## src/load_ctl_pkg.sv

```systemverilog
// shared constants and types of the dc load control arbiter
package load_ctl_pkg;
    // apb register byte offsets
    localparam logic [7:0] ADDR_CTRL = 8'h00;
    localparam logic [7:0] ADDR_CMD = 8'h04;
    localparam logic [7:0] ADDR_STATUS = 8'h08;
    localparam logic [7:0] ADDR_INTERVAL = 8'h0c;
    localparam logic [7:0] ADDR_FILE = 8'h10;
    localparam logic [7:0] ADDR_SET_U = 8'h14;
    localparam logic [7:0] ADDR_SET_I = 8'h18;
    localparam logic [7:0] ADDR_SET_P = 8'h1c;
    localparam logic [7:0] ADDR_SET_R = 8'h20;
    // ctrl fields
    localparam int CTRL_ALLOW = 0;
    localparam int CTRL_LOCK = 1;
    localparam int CTRL_LOG_EN = 2;
    localparam int CTRL_LOG_MAN = 3;
    localparam int CTRL_RMODE = 4;
    // cmd fields, write one to act
    localparam int CMD_REM_REQ = 0;
    localparam int CMD_REM_REL = 1;
    localparam int CMD_ON = 2;
    localparam int CMD_OFF = 3;
    localparam int CMD_LOG_START = 4;
    localparam int CMD_LOG_STOP = 5;
    localparam int CMD_UNLOCK = 6;
    localparam int CMD_CLR = 7;
    // reset values and file limits
    localparam logic [15:0] INTERVAL_RESET = 16'h03e8;
    localparam logic [10:0] FILE_FIRST = 11'h001;
    localparam logic [10:0] FILE_MAX = 11'h400;
    localparam logic [33:0] FILE_BYTES_MAX = 34'h1_0000_0000;
    // timing and record size
    localparam int CLK_PERIOD_NS = 5;
    localparam int MS_NS = 1000000;
    localparam int CYC_PER_MS = MS_NS / CLK_PERIOD_NS;
    localparam int REC_BYTES = 128;

    typedef enum logic [2:0] {
        OWN_PANEL = 3'b001,
        OWN_ANALOG = 3'b010,
        OWN_DIGITAL = 3'b100
    } own_t;

    typedef enum logic [1:0] {
        LG_IDLE = 2'b01,
        LG_RUN = 2'b10
    } log_state_t;

    typedef enum logic [1:0] {
        LOC_MANUAL = 2'b00,
        LOC_REMOTE = 2'b01,
        LOC_LOCAL = 2'b10
    } loc_t;

    typedef struct packed {
        logic [15:0] u;
        logic [15:0] i;
        logic [15:0] p;
        logic [15:0] r;
    } meas_t;

    typedef struct packed {
        meas_t set;
        meas_t act;
        logic r_valid;
        logic r_mode;
        logic input_on;
        logic [1:0] reg_mode;
        logic alarm;
        logic [31:0] time_ms;
    } log_rec_t;
endpackage

```

## src/pin_sync.sv

```systemverilog
// three stage pin synchroniser, output moves when stages two and three agree
`timescale 1ns/10ps
module pin_sync import load_ctl_pkg::*; #(
    parameter int W = 4
) (
    input wire logic clk,
    input wire logic rst,
    input wire logic [W-1:0] pin,
    output logic [W-1:0] level
);
    typedef struct packed {
        logic [W-1:0] s1;
        logic [W-1:0] s2;
        logic [W-1:0] s3;
        logic [W-1:0] lv;
    } sync_st_t;

    sync_st_t q;
    sync_st_t d;

    // first stage feeds only the second
    always_comb begin
        d.s1 = pin;
        d.s2 = q.s1;
        d.s3 = q.s2;
        d.lv = q.lv;
        for (int b = 0; b < W; b++) begin
            if (q.s2[b] == q.s3[b]) begin
                d.lv[b] = q.s3[b];
            end
        end
        if (rst) begin
            d = '0;
        end
    end

    always_ff @(posedge clk) begin
        q <= d;
    end

    assign level = q.lv;
endmodule

```

## src/log_record.sv

```systemverilog
// captures one log record snapshot when asked
`timescale 1ns/10ps
module log_record import load_ctl_pkg::*; (
    input wire logic clk,
    input wire logic rst,
    input wire logic take,
    input wire meas_t set,
    input wire meas_t act,
    input wire logic r_mode,
    input wire logic input_on,
    input wire logic [1:0] reg_mode,
    input wire logic alarm,
    input wire logic [31:0] time_ms,
    output log_rec_t rec,
    output logic rec_valid
);
    typedef struct packed {
        log_rec_t rec;
        logic vld;
    } rec_st_t;

    rec_st_t q;
    rec_st_t d;

    // resistance fields read zero and flagged invalid outside r mode
    always_comb begin
        d = q;
        d.vld = take;
        if (take) begin
            d.rec.set = set;
            d.rec.act = act;
            d.rec.r_valid = r_mode;
            if (!r_mode) begin
                d.rec.set.r = 16'h0;
                d.rec.act.r = 16'h0;
            end
            d.rec.r_mode = r_mode;
            d.rec.input_on = input_on;
            d.rec.reg_mode = reg_mode;
            d.rec.alarm = alarm;
            d.rec.time_ms = time_ms;
        end
        if (rst) begin
            d = '0;
        end
    end

    always_ff @(posedge clk) begin
        q <= d;
    end

    assign rec = q.rec;
    assign rec_valid = q.vld;
endmodule

```

## src/load_ctl.sv

```systemverilog
// dc load control location arbiter, input switching and usb logger control
`timescale 1ns/10ps
// How it works
// - front button toggles input unless alarm or remote forbids
// - locked panel ignores button and raises an unlock prompt
// - standby inhibit refuses input on in manual or digital control
// - only one remote source owns control at a time
// - digital request during analog takeover is denied with error
// - analog takeover ignored while digital interface holds control
// - status and values stay readable whoever owns control
// - location shown as manual, remote or local
// - clearing allow remote enters local and blocks remote control
// - local ends digital session; host must request again
// - local suspends analog control; resumes if takeover still held
// - set values kept unchanged on entering remote control
// - follow mode starts logging on every input switch on
// - manual mode starts only on menu commands; stops on a menu command, log failure or full file
// - manual stop, or input off in follow mode, closes the log file
// - logging failure raises an error flag
// - record holds set, actual, modes, input, alarm and elapsed time
// - resistance fields only valid in resistance regulation mode
// - every start opens a new numbered file, counter from one
// - one log file never exceeds four gigabytes
// - at most 1024 log files are created
// - follow mode stops on alarm input off; manual logs through
module load_ctl import load_ctl_pkg::*; #(
    parameter int CYCLES_PER_MS = CYC_PER_MS
) (
    input wire logic clk,
    input wire logic rst,
    input wire logic psel,
    input wire logic penable,
    input wire logic pwrite,
    input wire logic [7:0] paddr,
    input wire logic [31:0] pwdata,
    output logic [31:0] prdata,
    output logic pready,
    output logic pslverr,
    input wire logic front_button,
    input wire logic analog_takeover_n,
    input wire logic analog_input_on,
    input wire logic standby_inhibit_pin,
    input wire meas_t analog_set,
    input wire meas_t actual,
    input wire logic [1:0] reg_mode,
    input wire logic alarm_active,
    input wire logic log_fail,
    output logic dc_input_on,
    output loc_t location,
    output logic unlock_prompt,
    output logic inhibit_notice,
    output logic log_active,
    output logic log_error,
    output logic log_open,
    output logic log_close,
    output logic [10:0] log_file_num,
    output log_rec_t log_rec,
    output logic log_rec_valid
);
    typedef struct packed {
        logic allow;
        logic lock;
        logic log_en;
        logic log_man;
        logic rmode;
        own_t own;
        loc_t loc;
        logic input_on;
        logic in_prev;
        logic btn_prev;
        logic unlock_req;
        logic inhibit_note;
        logic denied;
        logic log_err;
        log_state_t lg;
        logic [15:0] interval;
        logic [15:0] ivl_cnt;
        logic [10:0] file_next;
        logic [10:0] file_cur;
        logic [33:0] bytes;
        logic [31:0] ms_div;
        logic [31:0] time_ms;
        meas_t set;
        logic [31:0] prdata;
        logic pready;
        logic pslverr;
        logic open;
        logic close;
        logic take;
    } ctl_st_t;

    ctl_st_t q;
    ctl_st_t d;
    logic [3:0] pins;
    logic btn;
    logic takeover;
    logic ana_on;
    logic inhibit;
    logic [31:0] rd;
    logic map_ok;
    logic acc;
    logic wr;
    logic [7:0] cmd;
    logic deny;
    logic ctl_err;
    logic start;
    logic stop;
    logic [33:0] bytes_next;

    // all pins from outside the clock domain
    pin_sync #(.W(4)) u_sync (
        .clk(clk),
        .rst(rst),
        // takeover enters inverted so the reset level of the stages means released
        .pin({front_button, !analog_takeover_n, analog_input_on, standby_inhibit_pin}),
        .level(pins)
    );

    assign btn = pins[3];
    assign takeover = pins[2];
    assign ana_on = pins[1];
    assign inhibit = pins[0];

    // register read mux, status never refused
    always_comb begin
        rd = 32'h0;
        map_ok = 1'b1;
        case (paddr)
            ADDR_CTRL: rd = {27'h0, q.rmode, q.log_man, q.log_en, q.lock, q.allow};
            ADDR_CMD: rd = 32'h0;
            ADDR_STATUS: rd = {21'h0, alarm_active, q.denied, q.inhibit_note,
                q.unlock_req, q.log_err, q.lg == LG_RUN, q.own == OWN_ANALOG,
                q.own == OWN_DIGITAL, q.input_on, q.loc};
            ADDR_INTERVAL: rd = {16'h0, q.interval};
            ADDR_FILE: rd = {5'h0, q.file_cur, 5'h0, q.file_next};
            ADDR_SET_U: rd = {16'h0, q.set.u};
            ADDR_SET_I: rd = {16'h0, q.set.i};
            ADDR_SET_P: rd = {16'h0, q.set.p};
            ADDR_SET_R: rd = {16'h0, q.set.r};
            default: map_ok = 1'b0;
        endcase
    end

    // a write acts only at the edge that samples pready high
    assign acc = psel && penable && q.pready;
    assign wr = acc && pwrite;
    assign cmd = (wr && paddr == ADDR_CMD) ? pwdata[7:0] : 8'h00;
    // remote request refused while analog holds or remote is locked out
    assign deny = pwdata[CMD_REM_REQ]
        && (takeover || !q.allow || q.own == OWN_ANALOG);
    // input commands from a bus that does not own control are refused
    assign ctl_err = q.own != OWN_DIGITAL && (pwdata[CMD_ON] || pwdata[CMD_OFF]);
    assign bytes_next = q.bytes + 34'(REC_BYTES);

    // next state of the whole block
    always_comb begin
        d = q;
        d.open = 1'b0;
        d.close = 1'b0;
        d.take = 1'b0;
        start = 1'b0;
        stop = 1'b0;

        // apb: one wait cycle then pready for one cycle
        d.pready = psel && penable && !q.pready;
        if (psel && penable && !q.pready) begin
            d.prdata = pwrite ? 32'h0 : rd;
            d.pslverr = !map_ok
                || (pwrite && paddr == ADDR_STATUS)
                || (pwrite && paddr == ADDR_CMD && (deny || ctl_err));
        end

        // clears go first so a same cycle event still sets the flag
        if (cmd[CMD_CLR]) begin
            d.denied = 1'b0;
            d.inhibit_note = 1'b0;
            d.log_err = 1'b0;
        end
        if (cmd[CMD_UNLOCK]) begin
            d.lock = 1'b0;
            d.unlock_req = 1'b0;
        end

        // configuration writes
        if (wr) begin
            unique case (paddr)
                ADDR_CTRL: begin
                    d.allow = pwdata[CTRL_ALLOW];
                    d.lock = pwdata[CTRL_LOCK];
                    d.log_en = pwdata[CTRL_LOG_EN];
                    d.log_man = pwdata[CTRL_LOG_MAN];
                    d.rmode = pwdata[CTRL_RMODE];
                end
                ADDR_INTERVAL: d.interval = pwdata[15:0];
                ADDR_FILE: begin
                    // software skips numbers of files already on the stick
                    if (pwdata[10:0] != 11'h000) begin
                        d.file_next = pwdata[10:0];
                    end
                end
                ADDR_SET_U: d.set.u = pwdata[15:0];
                ADDR_SET_I: d.set.i = pwdata[15:0];
                ADDR_SET_P: d.set.p = pwdata[15:0];
                ADDR_SET_R: d.set.r = pwdata[15:0];
                default: ;
            endcase
        end

        // control ownership, a single one-hot owner
        unique case (q.own)
            OWN_PANEL: begin
                if (q.allow && takeover) begin
                    d.own = OWN_ANALOG;
                end else if (q.allow && cmd[CMD_REM_REQ]) begin
                    d.own = OWN_DIGITAL;
                end
            end
            OWN_ANALOG: begin
                if (!q.allow || !takeover) begin
                    d.own = OWN_PANEL;
                end
            end
            OWN_DIGITAL: begin
                // takeover pin has no say here
                if (!q.allow) begin
                    d.own = OWN_PANEL;
                end else if (cmd[CMD_REM_REL]) begin
                    d.own = OWN_PANEL;
                end
            end
            default: d.own = OWN_PANEL;
        endcase
        if (cmd[CMD_REM_REQ] && deny) begin
            d.denied = 1'b1;
        end
        // set values untouched by any change of owner
        d.set = d.set;

        // displayed location follows the owner and the allow setting
        if (!d.allow) begin
            d.loc = LOC_LOCAL;
        end else if (d.own != OWN_PANEL) begin
            d.loc = LOC_REMOTE;
        end else begin
            d.loc = LOC_MANUAL;
        end

        // front button, only under panel control
        d.btn_prev = btn;
        if (btn && !q.btn_prev && q.own == OWN_PANEL) begin
            if (q.lock) begin
                d.unlock_req = 1'b1;
            end else if (!alarm_active) begin
                if (q.input_on) begin
                    d.input_on = 1'b0;
                end else if (inhibit) begin
                    d.inhibit_note = 1'b1;
                end else begin
                    d.input_on = 1'b1;
                end
            end
        end

        // digital interface switching
        if (q.own == OWN_DIGITAL) begin
            if (cmd[CMD_OFF]) begin
                d.input_on = 1'b0;
            end else if (cmd[CMD_ON] && inhibit) begin
                d.inhibit_note = 1'b1;
            end else if (cmd[CMD_ON] && !alarm_active) begin
                d.input_on = 1'b1;
            end
        end

        // analog interface drives the input as a level
        if (q.own == OWN_ANALOG) begin
            d.input_on = ana_on && !inhibit && !alarm_active;
        end

        // an alarm always takes the input off
        if (alarm_active) begin
            d.input_on = 1'b0;
        end

        // logger
        d.in_prev = q.input_on;
        unique case (q.lg)
            LG_IDLE: begin
                if (q.log_man) begin
                    start = q.log_en && cmd[CMD_LOG_START];
                end else begin
                    start = q.log_en && q.input_on && !q.in_prev;
                end
                if (start && q.file_next > FILE_MAX) begin
                    d.log_err = 1'b1;
                end else if (start) begin
                    d.lg = LG_RUN;
                    d.open = 1'b1;
                    d.file_cur = q.file_next;
                    d.file_next = q.file_next + 11'h001;
                    d.time_ms = 32'h0;
                    d.ms_div = 32'h0;
                    d.ivl_cnt = 16'h0;
                    d.bytes = 34'h0;
                end
            end
            LG_RUN: begin
                if (q.log_man) begin
                    stop = cmd[CMD_LOG_STOP];
                end else begin
                    stop = !q.input_on;
                end
                if (stop || log_fail || !q.log_en) begin
                    d.lg = LG_IDLE;
                    d.close = 1'b1;
                    if (log_fail) begin
                        d.log_err = 1'b1;
                    end
                end else if (q.ms_div == 32'(CYCLES_PER_MS - 1)) begin
                    d.ms_div = 32'h0;
                    d.time_ms = q.time_ms + 32'h1;
                    if (q.ivl_cnt + 16'h1 >= q.interval) begin
                        d.ivl_cnt = 16'h0;
                        if (bytes_next > FILE_BYTES_MAX) begin
                            // file full: close rather than write past the limit
                            d.lg = LG_IDLE;
                            d.close = 1'b1;
                            d.log_err = 1'b1;
                        end else begin
                            d.take = 1'b1;
                            d.bytes = bytes_next;
                        end
                    end else begin
                        d.ivl_cnt = q.ivl_cnt + 16'h1;
                    end
                end else begin
                    d.ms_div = q.ms_div + 32'h1;
                end
            end
        endcase

        if (rst) begin
            d = '0;
            d.allow = 1'b1;
            d.own = OWN_PANEL;
            d.loc = LOC_MANUAL;
            d.lg = LG_IDLE;
            d.interval = INTERVAL_RESET;
            d.file_next = FILE_FIRST;
        end
    end

    always_ff @(posedge clk) begin
        q <= d;
    end

    // record snapshot; analog set values stand while analog owns
    log_record u_rec (
        .clk(clk),
        .rst(rst),
        .take(q.take),
        .set(q.own == OWN_ANALOG ? analog_set : q.set),
        .act(actual),
        .r_mode(q.rmode),
        .input_on(q.input_on),
        .reg_mode(reg_mode),
        .alarm(alarm_active),
        .time_ms(q.time_ms),
        .rec(log_rec),
        .rec_valid(log_rec_valid)
    );

    assign prdata = q.prdata;
    assign pready = q.pready;
    assign pslverr = q.pslverr;
    assign dc_input_on = q.input_on;
    assign location = q.loc;
    assign unlock_prompt = q.unlock_req;
    assign inhibit_notice = q.inhibit_note;
    assign log_active = q.lg[1]; // one-hot run bit, straight from the flop
    assign log_error = q.log_err;
    assign log_open = q.open;
    assign log_close = q.close;
    assign log_file_num = q.file_cur;
endmodule

```

## config.mk

```make
export PLATFORM = sky130hd
export DESIGN_NAME = load_ctl
export DESIGN_NICKNAME = d
export VERILOG_FILES = /design/src/load_ctl_pkg.sv /design/src/pin_sync.sv /design/src/log_record.sv /design/src/load_ctl.sv
export SDC_FILE = /design/constraint.sdc
export NUM_CORES = 1
export LEC_CHECK = 0
export BUFFER_PORTS_ARGS = -buffer_cell sky130_fd_sc_hd__buf_2
export CORE_UTILIZATION = 55
export DETAILED_ROUTE_END_ITERATION = 16
export HOLD_SLACK_MARGIN = 0.08
export PLACE_DENSITY = 0.77
export SLEW_MARGIN = 20
export SYNTH_ARGS = -nofsm -noshare
export SYNTH_HDL_FRONTEND = slang
export SYNTH_SLANG_ARGS = --single-unit
```

## constraint.sdc

```tcl
create_clock -name clk -period 4.8 [get_ports clk]
set_clock_uncertainty 0.2 [all_clocks]
set_input_delay 0.48 -clock clk [delete_from_list [all_inputs] [get_ports clk]]
set_output_delay 0.48 -clock clk [all_outputs]
set_load 0.02 [all_outputs]
```

[After elaboration in Yosys (flattened, before gate mapping)]
Index checks and enable logic that the tools add are counted.
Word-level totals
  word-level logic and storage cells: 235
  memories kept: 0
  bits in writable memories: 0
  bits in latches: 0
  memory bits (read-only): 0
  output and inout port bits: 221
  register bits: 454
  bits of input ports: 181
Operators by class
  shifts and indexed selects: 0
  muxes and demuxes: 75
  magnitude comparators: 3
  divide/modulo/power cells: 0
  equal/unequal tests: 29
  bitwise operators: 6
  reductions and logical operators: 63
  add/subtract/negate cells: 5
  multipliers: 0
Operators with widths (count)
  two-way mux 136 bit: 2
  case mux 27 bit (8 select lines): 1
  case mux 98 bit (2 select lines): 1
  two-way mux 34 bit: 3
  two-way mux 98 bit: 1
  two-way mux 32 bit: 3
  two-way mux 16 bit: 5
  adder 32 x 1 -> 32 bit, second input constant: 2
  two-way mux 64 bit: 1
  adder 34 x 8 -> 34 bit, second input constant: 1
  greater-than comparator 34 x 33 -> 1 bit, second input constant: 1
  two-way mux 11 bit: 3
  == test 32 x 18 -> 1 bit, second input constant: 1
  == test 8 x 5 -> 1 bit, second input constant: 4
  two-way mux 1 bit: 32
  case mux 16 bit (2 select lines): 1
  two-way mux 3 bit: 10
  logical AND 1 bit: 23
  two-way mux 22 bit: 1
  adder 16 x 1 -> 16 bit, second input constant: 1
  == test 8 x 4 -> 1 bit, second input constant: 2
  greater-or-equal comparator 16 bit: 1
  two-way mux 2 bit: 6
  != test 3 x 1 -> 1 bit, second input constant: 4
  other kinds (32): 71

[Longest topological paths before layout]
Gate-level depths: netlist of the first run.
  depth in word-level cells: 14
  depth in mapped cells: 17
  gate-level depth less buffers: 16

[Cells and area by module]
From an unflattened synthesis of the first run, not the netlist that was laid out.
Unflattened totals
  cells, all modules: 2411
  area, all modules: 20030.5 sq um
By module, submodules not included
  load_ctl: area each 13543.0 sq um, instances 1, sequential area each 5205.0 sq um, cells an instance 1792
  log_record: area each 5970.7 sq um, instances 1, sequential area each 3323.2 sq um, cells an instance 574
  pin_sync: area each 516.7 sq um, instances 1, sequential area each 320.3 sq um, cells an instance 45

[Worst setup path before layout of the first run]
OpenSTA, ideal clock, no wires.
  path type: register to register
  start point: reg q[221] (netlist name)
  end point: reg q[188] (netlist name)
  library setup time: 0.129 ns
  path buffers: 2
  required time: 4.471 ns
  arrival: 3.301 ns
  clock period less this slack: 3.630 ns
  cell stages (with the launch flop): 17
  setup slack: 1.170 ns
  cells stage by stage: dfxtp_1 -> ha_1 -> and3_1 -> and3_1 -> and3_1 -> clkbuf_1 -> nand3_1 -> xnor2_1 -> ha_1 -> a21o_1 -> a21oi_1 -> a21oi_1 -> a211o_1 -> and4_1 -> clkbuf_1 -> a41oi_1 -> o21ai_0
On the way
  cells in the longest elaborated chain, start to end: 4
Ends and longest elaborated chain
  from (decl): RTL line load_ctl.sv:92  | ctl_st_t q;
  from (signal assigned): RTL line load_ctl.sv:354  | q <= d;
  adder 16 x 1 -> 16 bit: RTL line load_ctl.sv:322  | if (q.ivl_cnt + 16'h1 >= q.interval) begin
  greater-or-equal comparator 16 bit: RTL line load_ctl.sv:322
  != test 2 x 1 -> 1 bit (no source line)
  AND reduction 6 bit (no source line)
Every way passes these cells.
A chain may end at the register's enable or synchronous reset.

[Final worst setup path of the first run]
  start point: reg q[221] (netlist name)
  end point: reg q[228] (netlist name)
On the way
  cells in the longest elaborated chain, start to end: 6
Ends and longest elaborated chain
  adder 16 x 1 -> 16 bit (*): RTL line load_ctl.sv:322, load_ctl.sv:334
  greater-or-equal comparator 16 bit: RTL line load_ctl.sv:322
  two-way mux 16 bit (*): RTL line load_ctl.sv:322
  two-way mux 16 bit (*): RTL line load_ctl.sv:319  | end else if (q.ms_div == 32'(CYCLES_PER_MS - 1)) begin
  two-way mux 16 bit (*): RTL line load_ctl.sv:313  | if (stop || log_fail || !q.log_en) begin
  case mux 16 bit (2 select lines) (*): RTL line load_ctl.sv:287  | unique case (q.lg)
Mark *: on every way between the ends. The rest lies on a longest branch, timed or not. The select of a mux whose other input is x is not followed.

==> results.cfg, run 1 <==
[critical_path]
r2r-end = q[228]
startpoint = q[221]
r2r_start = q[221]
path_depth = 14
crit_family = simple AND/OR/NAND/NOR gates
rr_worst_depth = 14
critPathMaxStageDelay_ns = 0.63
critical_path_class = register to register
critPathArrivalTime_ns = 4.69
r2r_slack_ns = 0.41
slowest_stage = nand3b_1
cp.buffers_inverters = 0
crit_path_end_kind = register
cp_common_cell = and3_1
worstPathCellList = ha_1 > and3_1 > and3_1 > and3_1 > nand3_1 > xnor2_1 > ha_1 > a21o_1 > a21oi_1 > a21oi_1 > a211o_1 > nand3b_1 > o21ai_0 > a21o_1
start_kind = register
required_ns = 5.10
cp_max_fo = 22
crit_end = q[228]

[worst_hold_path]
hold_depth = 5
hp-start = analog_set[3]
holdCritPathClass = primary input to register

[yosys]
synthTopCellsByArea = dfxtp_1 45%, nand2_1 7.2%, nor2_1 6.2%
synth_edf_count = 0
synth-seq-area-share_pct = 44.8
synth_common_cells = 442 x dfxtp_1, 378 x nand2_1, 325 x nor2_1, 149 x clkbuf_1, 124 x a21oi_1
yosysTopAreaCell = dfxtp_1
synthDistinctLibCells = 68
syn_area_um2 = 19700
yosys_warnings = 0
synth-seq-cells = 442
syn_inst = 2409
yosys_most_used_dff = dfxtp_1
synthArstFlopShare_pct = 0
avgSynthCellArea_um2 = 8.20
yosys.area.top_type_share_pct = 44.8
synth_most_common_cell = dfxtp_1

[die]
design.core.area_um2 = 35500
start_util_pct = 55.7
num_io_pins = 402
dieHeight_um = 191
die-area_um2 = 36700
die_w_um = 191
rows = 69

[cts]
clk_latency_ns = 0.56
post-cts-setup-buffer-count = 0
cts_made_buffers = 46
cts_root_buf = clkbuf_16
cts_tree = done
cts_sinks = 442
post_cts_resize_count = 0
cts_max_level = 2
clkSlewWorstSetupHoldPaths_ns = 0.06
cts_max_path_buffers = 3

[sta]
layout_min_cycle_time_ns = 4.39
setup_viol = 0
period_share_pct = 91.4
grt_setup_unrepaired = no
hold_viol_final = 0
setup_tns_ns = 0
fmax_mhz = 228
worst_pin_slew_ns = 1.00
relSlewSlack_pct = 32.9
slew_viol_final = 0

[pwr]
leakage_nw = 9.49
vdd_drop_max_v = 0.000295
cellPowerDensity_nw_per_um2 = 308
totalPowerFinal_mw = 7.51

[detailed_routing]
dr.pass1.iters = 9
drt_iter0_drc = 1890
wl_per_cell_um = 18.5
wl_um = 60900
drc_errors = 0
vias = 19400
ant_nets = 0
viasPerCell = 5.91

[run]
drv_cap = 0

[placement]
io_buffers = 380
dp_hpwl_um = 40100
routabilityCongestion = 0.907

[grt]
grt-ovfl-total = 0
track_usage_pct = 31.6
antenna_found_initial = 3
grt_max_degree = 146
grt_pass1_wl_um = 93200
grt_pass1_vias = 18000

[layout]
syn_to_final_growth_pct = 23.5
nNetsFinal = 2997
drive_gt1_share_pct = 17.8

[run_status]
status = finished, final reports clean
==> where the power goes <==
part | internal (mW) | switching (mW)
clock | 1.96 | 1.49
sequential | 3.68 | 0.00619
combinational | 0.162 | 0.217
total | 5.80 | 1.71
==> state kept, by name (all words and copies together), names as in the netlist, 2 cells and up <==
register and cells:
u_sync.q 12, u_rec.rec 165, u_sync.level 4, q 211, log_file_num 11, prdata 27
location 2
==> layer usage <==
layer	wire length (um)	part of all wire, %	global-route usage (%)	vias to the layer above
met5	0	0	0	-
met4	3170	5.2	16.2	0
met3	4820	7.9	5.78	197
met2	29300	48	53.8	931
met1	23600	39	37.9	9157
li1	-	-	-	9162
==> cell families after synthesis <==
group	Yosys count	synth area share, %
and+or+nand+nor	1082	25.0
muxes	87	4.42
other	1	0.0190
adders and majority gates	22	1.39
buffers and inverters	262	5.90
xor gates and xnor gates	73	3.24
AOI/OAI and AO/OA	440	15.2
DFF	442	44.8
==> cells in the final DEF (no fill, tap or decap), types with 10 or more instances in the layout <==
master and instances:
clkbuf_1 11, a222oi_1 11, clkinv_2 10, a221oi_1 11
dfxtp_1 441, a21o_1 11, nand2b_1 28, a211o_1 10
a22oi_1 93, clkbuf_8 10, a21oi_1 124, nor4_1 21
mux2i_1 86, dlygate4sd3_1 141, o21ai_0 60, a311oi_1 49
xor2_1 30, nand2_1 377, a31oi_1 13, nor2_1 323
nor3b_1 17, ha_1 22, nor2b_1 21, and3_1 27
inv_1 44, nand3_1 100, xnor2_1 43, or3_1 16
buf_4 29, nor3_1 52, and4_1 14, buf_2 379
nand4_1 30, clkbuf_16 47
==> worst min-delay path by stage <==
stage,to
2_1_floorplan,u_sync.q[10]
3_3_place_gp,u_sync.q[9]
3_5_place_dp,u_sync.q[9]
4_1_cts,q[41]
5_1_grt,q[38]
6_report,u_rec.rec[105]
==> per-stage QoR <==
step	hold slack (ns)	worst slack (ns)	utilization (%)	cells	instance area [um2]
6_report	0.101	0.411	68.7	3292	24400
5_1_grt	0.108	0.0978	68.7	3292	24400
4_1_cts	0.0821	0.414	68.7	3290	24400
3_5_place_dp	0.225	0.474	60.6	3066	21500
3_3_place_gp	0.228	0.685	60.6	3066	21500
2_1_floorplan	0.214	1.17	-	2413	19800
==> tightest hold or removal path: stages <==
cell,delay [ns]
buf_2,0.08
nand2_1,0.04
nand2_1,0.05
a22oi_1,0.06
nor2_1,0.12
==> final cells by class <==
class                           count  area (um2)
Inverter                           45         169
Clock buffer                       68        1360
Fill cell                        2717       11100
Sequential cell                   442        8850
Clock inverter                     15         103
Tap cell                          461         577
Timing Repair Buffer              550        3540
Multi-Input combinational cell   1709        9780
Antenna cell                        2        5.00
==> timing repair <==
action                                 in CTS  in global routing
hold buffers                              141                  0
setup endpoints to repair                   0                  0
endpoints found under the hold margin     165                  0
Power figures use the tool's default switching activity.
==> inputs of run 2 (changes only) <==
--- a/config.mk
+++ b/config.mk
@@ -10,6 +10,7 @@
 export DETAILED_ROUTE_END_ITERATION = 16
 export HOLD_SLACK_MARGIN = 0.08
 export PLACE_DENSITY = 0.77
+export REMOVE_ABC_BUFFERS = 1
 export SLEW_MARGIN = 20
 export SYNTH_ARGS = -nofsm -noshare
 export SYNTH_HDL_FRONTEND = slang
==> results.cfg, run 2 (same netlist as run 1, synthesis figures left out) <==
[run_status]
status = finished, final reports clean

[die]
dieHeight_um = 191
rows = 69
die_w_um = 191
die-area_um2 = 36700
design.core.area_um2 = 35500
start_util_pct = 55.7
num_io_pins = 402

[detailed_routing]
wl_um = 60100
drc_errors = 0
dr.pass1.iters = 7
wl_per_cell_um = 18.3
ant_nets = 0
drt_iter0_drc = 1728
viasPerCell = 5.90
vias = 19400

[critical_path]
startpoint = q[221]
r2r_slack_ns = 0.45
crit_path_end_kind = register
critPathMaxStageDelay_ns = 0.63
required_ns = 5.09
critical_path_class = register to register
r2r_start = q[221]
cp_common_cell = and3_1
slowest_stage = nand3b_1
critPathArrivalTime_ns = 4.64
cp_max_fo = 22
start_kind = register
crit_end = q[223]
worstPathCellList = ha_1 > and3_1 > and3_1 > and3_1 > nand3_1 > xnor2_1 > ha_1 > a21o_1 > a21oi_1 > o211ai_1 > a211o_1 > nand3b_1 > o21ai_0 > a21o_1
rr_worst_depth = 14
r2r-end = q[223]

[sta]
grt_setup_unrepaired = no
relSlewSlack_pct = 29.0
setup_tns_ns = 0
layout_min_cycle_time_ns = 4.35
hold_viol_final = 0
setup_viol = 0
period_share_pct = 90.6
worst_pin_slew_ns = 1.06
slew_viol_final = 0
fmax_mhz = 230

[pwr]
leakage_nw = 9.52
cellPowerDensity_nw_per_um2 = 311
totalPowerFinal_mw = 7.59
vdd_drop_max_v = 0.000284

[cts]
clk_latency_ns = 0.56
cts_made_buffers = 45
cts_sinks = 442
cts.hold.buffers_added = 143
cts_max_path_buffers = 3
cts_max_level = 2
cts_tree = done
post-cts-setup-buffer-count = 0
clkSlewWorstSetupHoldPaths_ns = 0.06
post_cts_resize_count = 0
cts_root_buf = clkbuf_16

[layout]
layout_common_cells = 441 x dfxtp_1, 379 x buf_2, 377 x nand2_1
largest_reg_flops = 211
syn_to_final_growth_pct = 23.8
antenna_cells = 0
regMostFlops = q
drive_gt1_share_pct = 17.7
fill_cells = 2759
nNetsFinal = 2998
final_common_cell = dfxtp_1

[grt]
grt-ovfl-total = 0
grt_pass1_vias = 18600
grt_max_degree = 147
antenna_found_initial = 2
track_usage_pct = 31.7
grt_pass1_wl_um = 94100

[run]
drv_cap = 0

[placement]
io_buffers = 380
routabilityCongestion = 0.883
dp_hpwl_um = 38100

[worst_hold_path]
holdCritPathClass = primary input to register
[run 2: changes by cell type in the layout (fill, tap and decap cells not counted), moves of 2 or more]
cell,before,now
bufinv_16,0,3
clkinv_2,10,7
dlygate4sd3_1,141,143
diode_2,2,0
[run 2: power by group]
group / total, mW / internal, mW / switching, mW
clock: 3.53 / 2.08 / 1.45
combinational: 0.381 / 0.166 / 0.216
sequential: 3.68 / 3.68 / 0.00533
[run 2: metal layers]
metal / track usage (%) / vias up / routed length [um]
met1: 38.8 / 9184 / 24200
met5: 0 / - / 8
li1: - / 9169 / -
met3: 6.21 / 191 / 4800
met4: 14.4 / 2 / 2500
met2: 53.5 / 862 / 28600
[run 2: worst min path at each step]
stage | start | end | slack, ns | depth (start not counted)
global placement | u_sync.q[12] | u_sync.q[8] | 0.22 | 1
global route | analog_set[10] | u_rec.rec[112] | 0.1 | 5
floorplan | u_sync.q[14] | u_sync.q[10] | 0.21 | 1
finish | analog_set[10] | u_rec.rec[112] | 0.09 | 5
CTS | pwdata[8] | q[77] | 0.08 | 3
detailed placement | u_sync.q[15] | u_sync.q[11] | 0.22 | 1
[run 2: layout make-up]
type | instances | area (um2) | share of cell area (%)
multi-input combinational | 1709 | 9790 | 40.0
clock buffer | 68 | 1330 | 5.46
clock inverter | 12 | 149 | 0.609
inverter | 45 | 169 | 0.691
tap | 461 | 577 | 2.36
sequential | 442 | 8850 | 36.2
timing repair buffer | 552 | 3570 | 14.6
[run 2: critical path, delay by kind of cell (launching register included)]
| kind | cells | cell delay (ns) |
|---|---|---|
| XOR/XNOR | 1 | 0.22 |
| flip-flops | 1 | 0.43 |
| adder cells (fa/ha/maj) | 2 | 0.55 |
| AND/OR/NAND/NOR | 5 | 1.47 |
| AO/OA/AOI/OAI | 6 | 1.40 |
[run 2: stage by stage]
| stage | setup WS [ns] | cells | util (%) | instance area, um2 | hold WS [ns] |
|---|---|---|---|---|---|
| finish | 0.451 | 3289 | 68.9 | 24400 | 0.0898 |
| floorplan | -3.20 | 2196 | - | 18800 | 0.214 |
| CTS | 0.506 | 3289 | 68.9 | 24400 | 0.0801 |
| global route | 0.125 | 3289 | 68.9 | 24400 | 0.0959 |
| global placement | 0.674 | 3066 | 60.6 | 21500 | 0.224 |
| detailed placement | 0.519 | 3066 | 60.6 | 21500 | 0.220 |
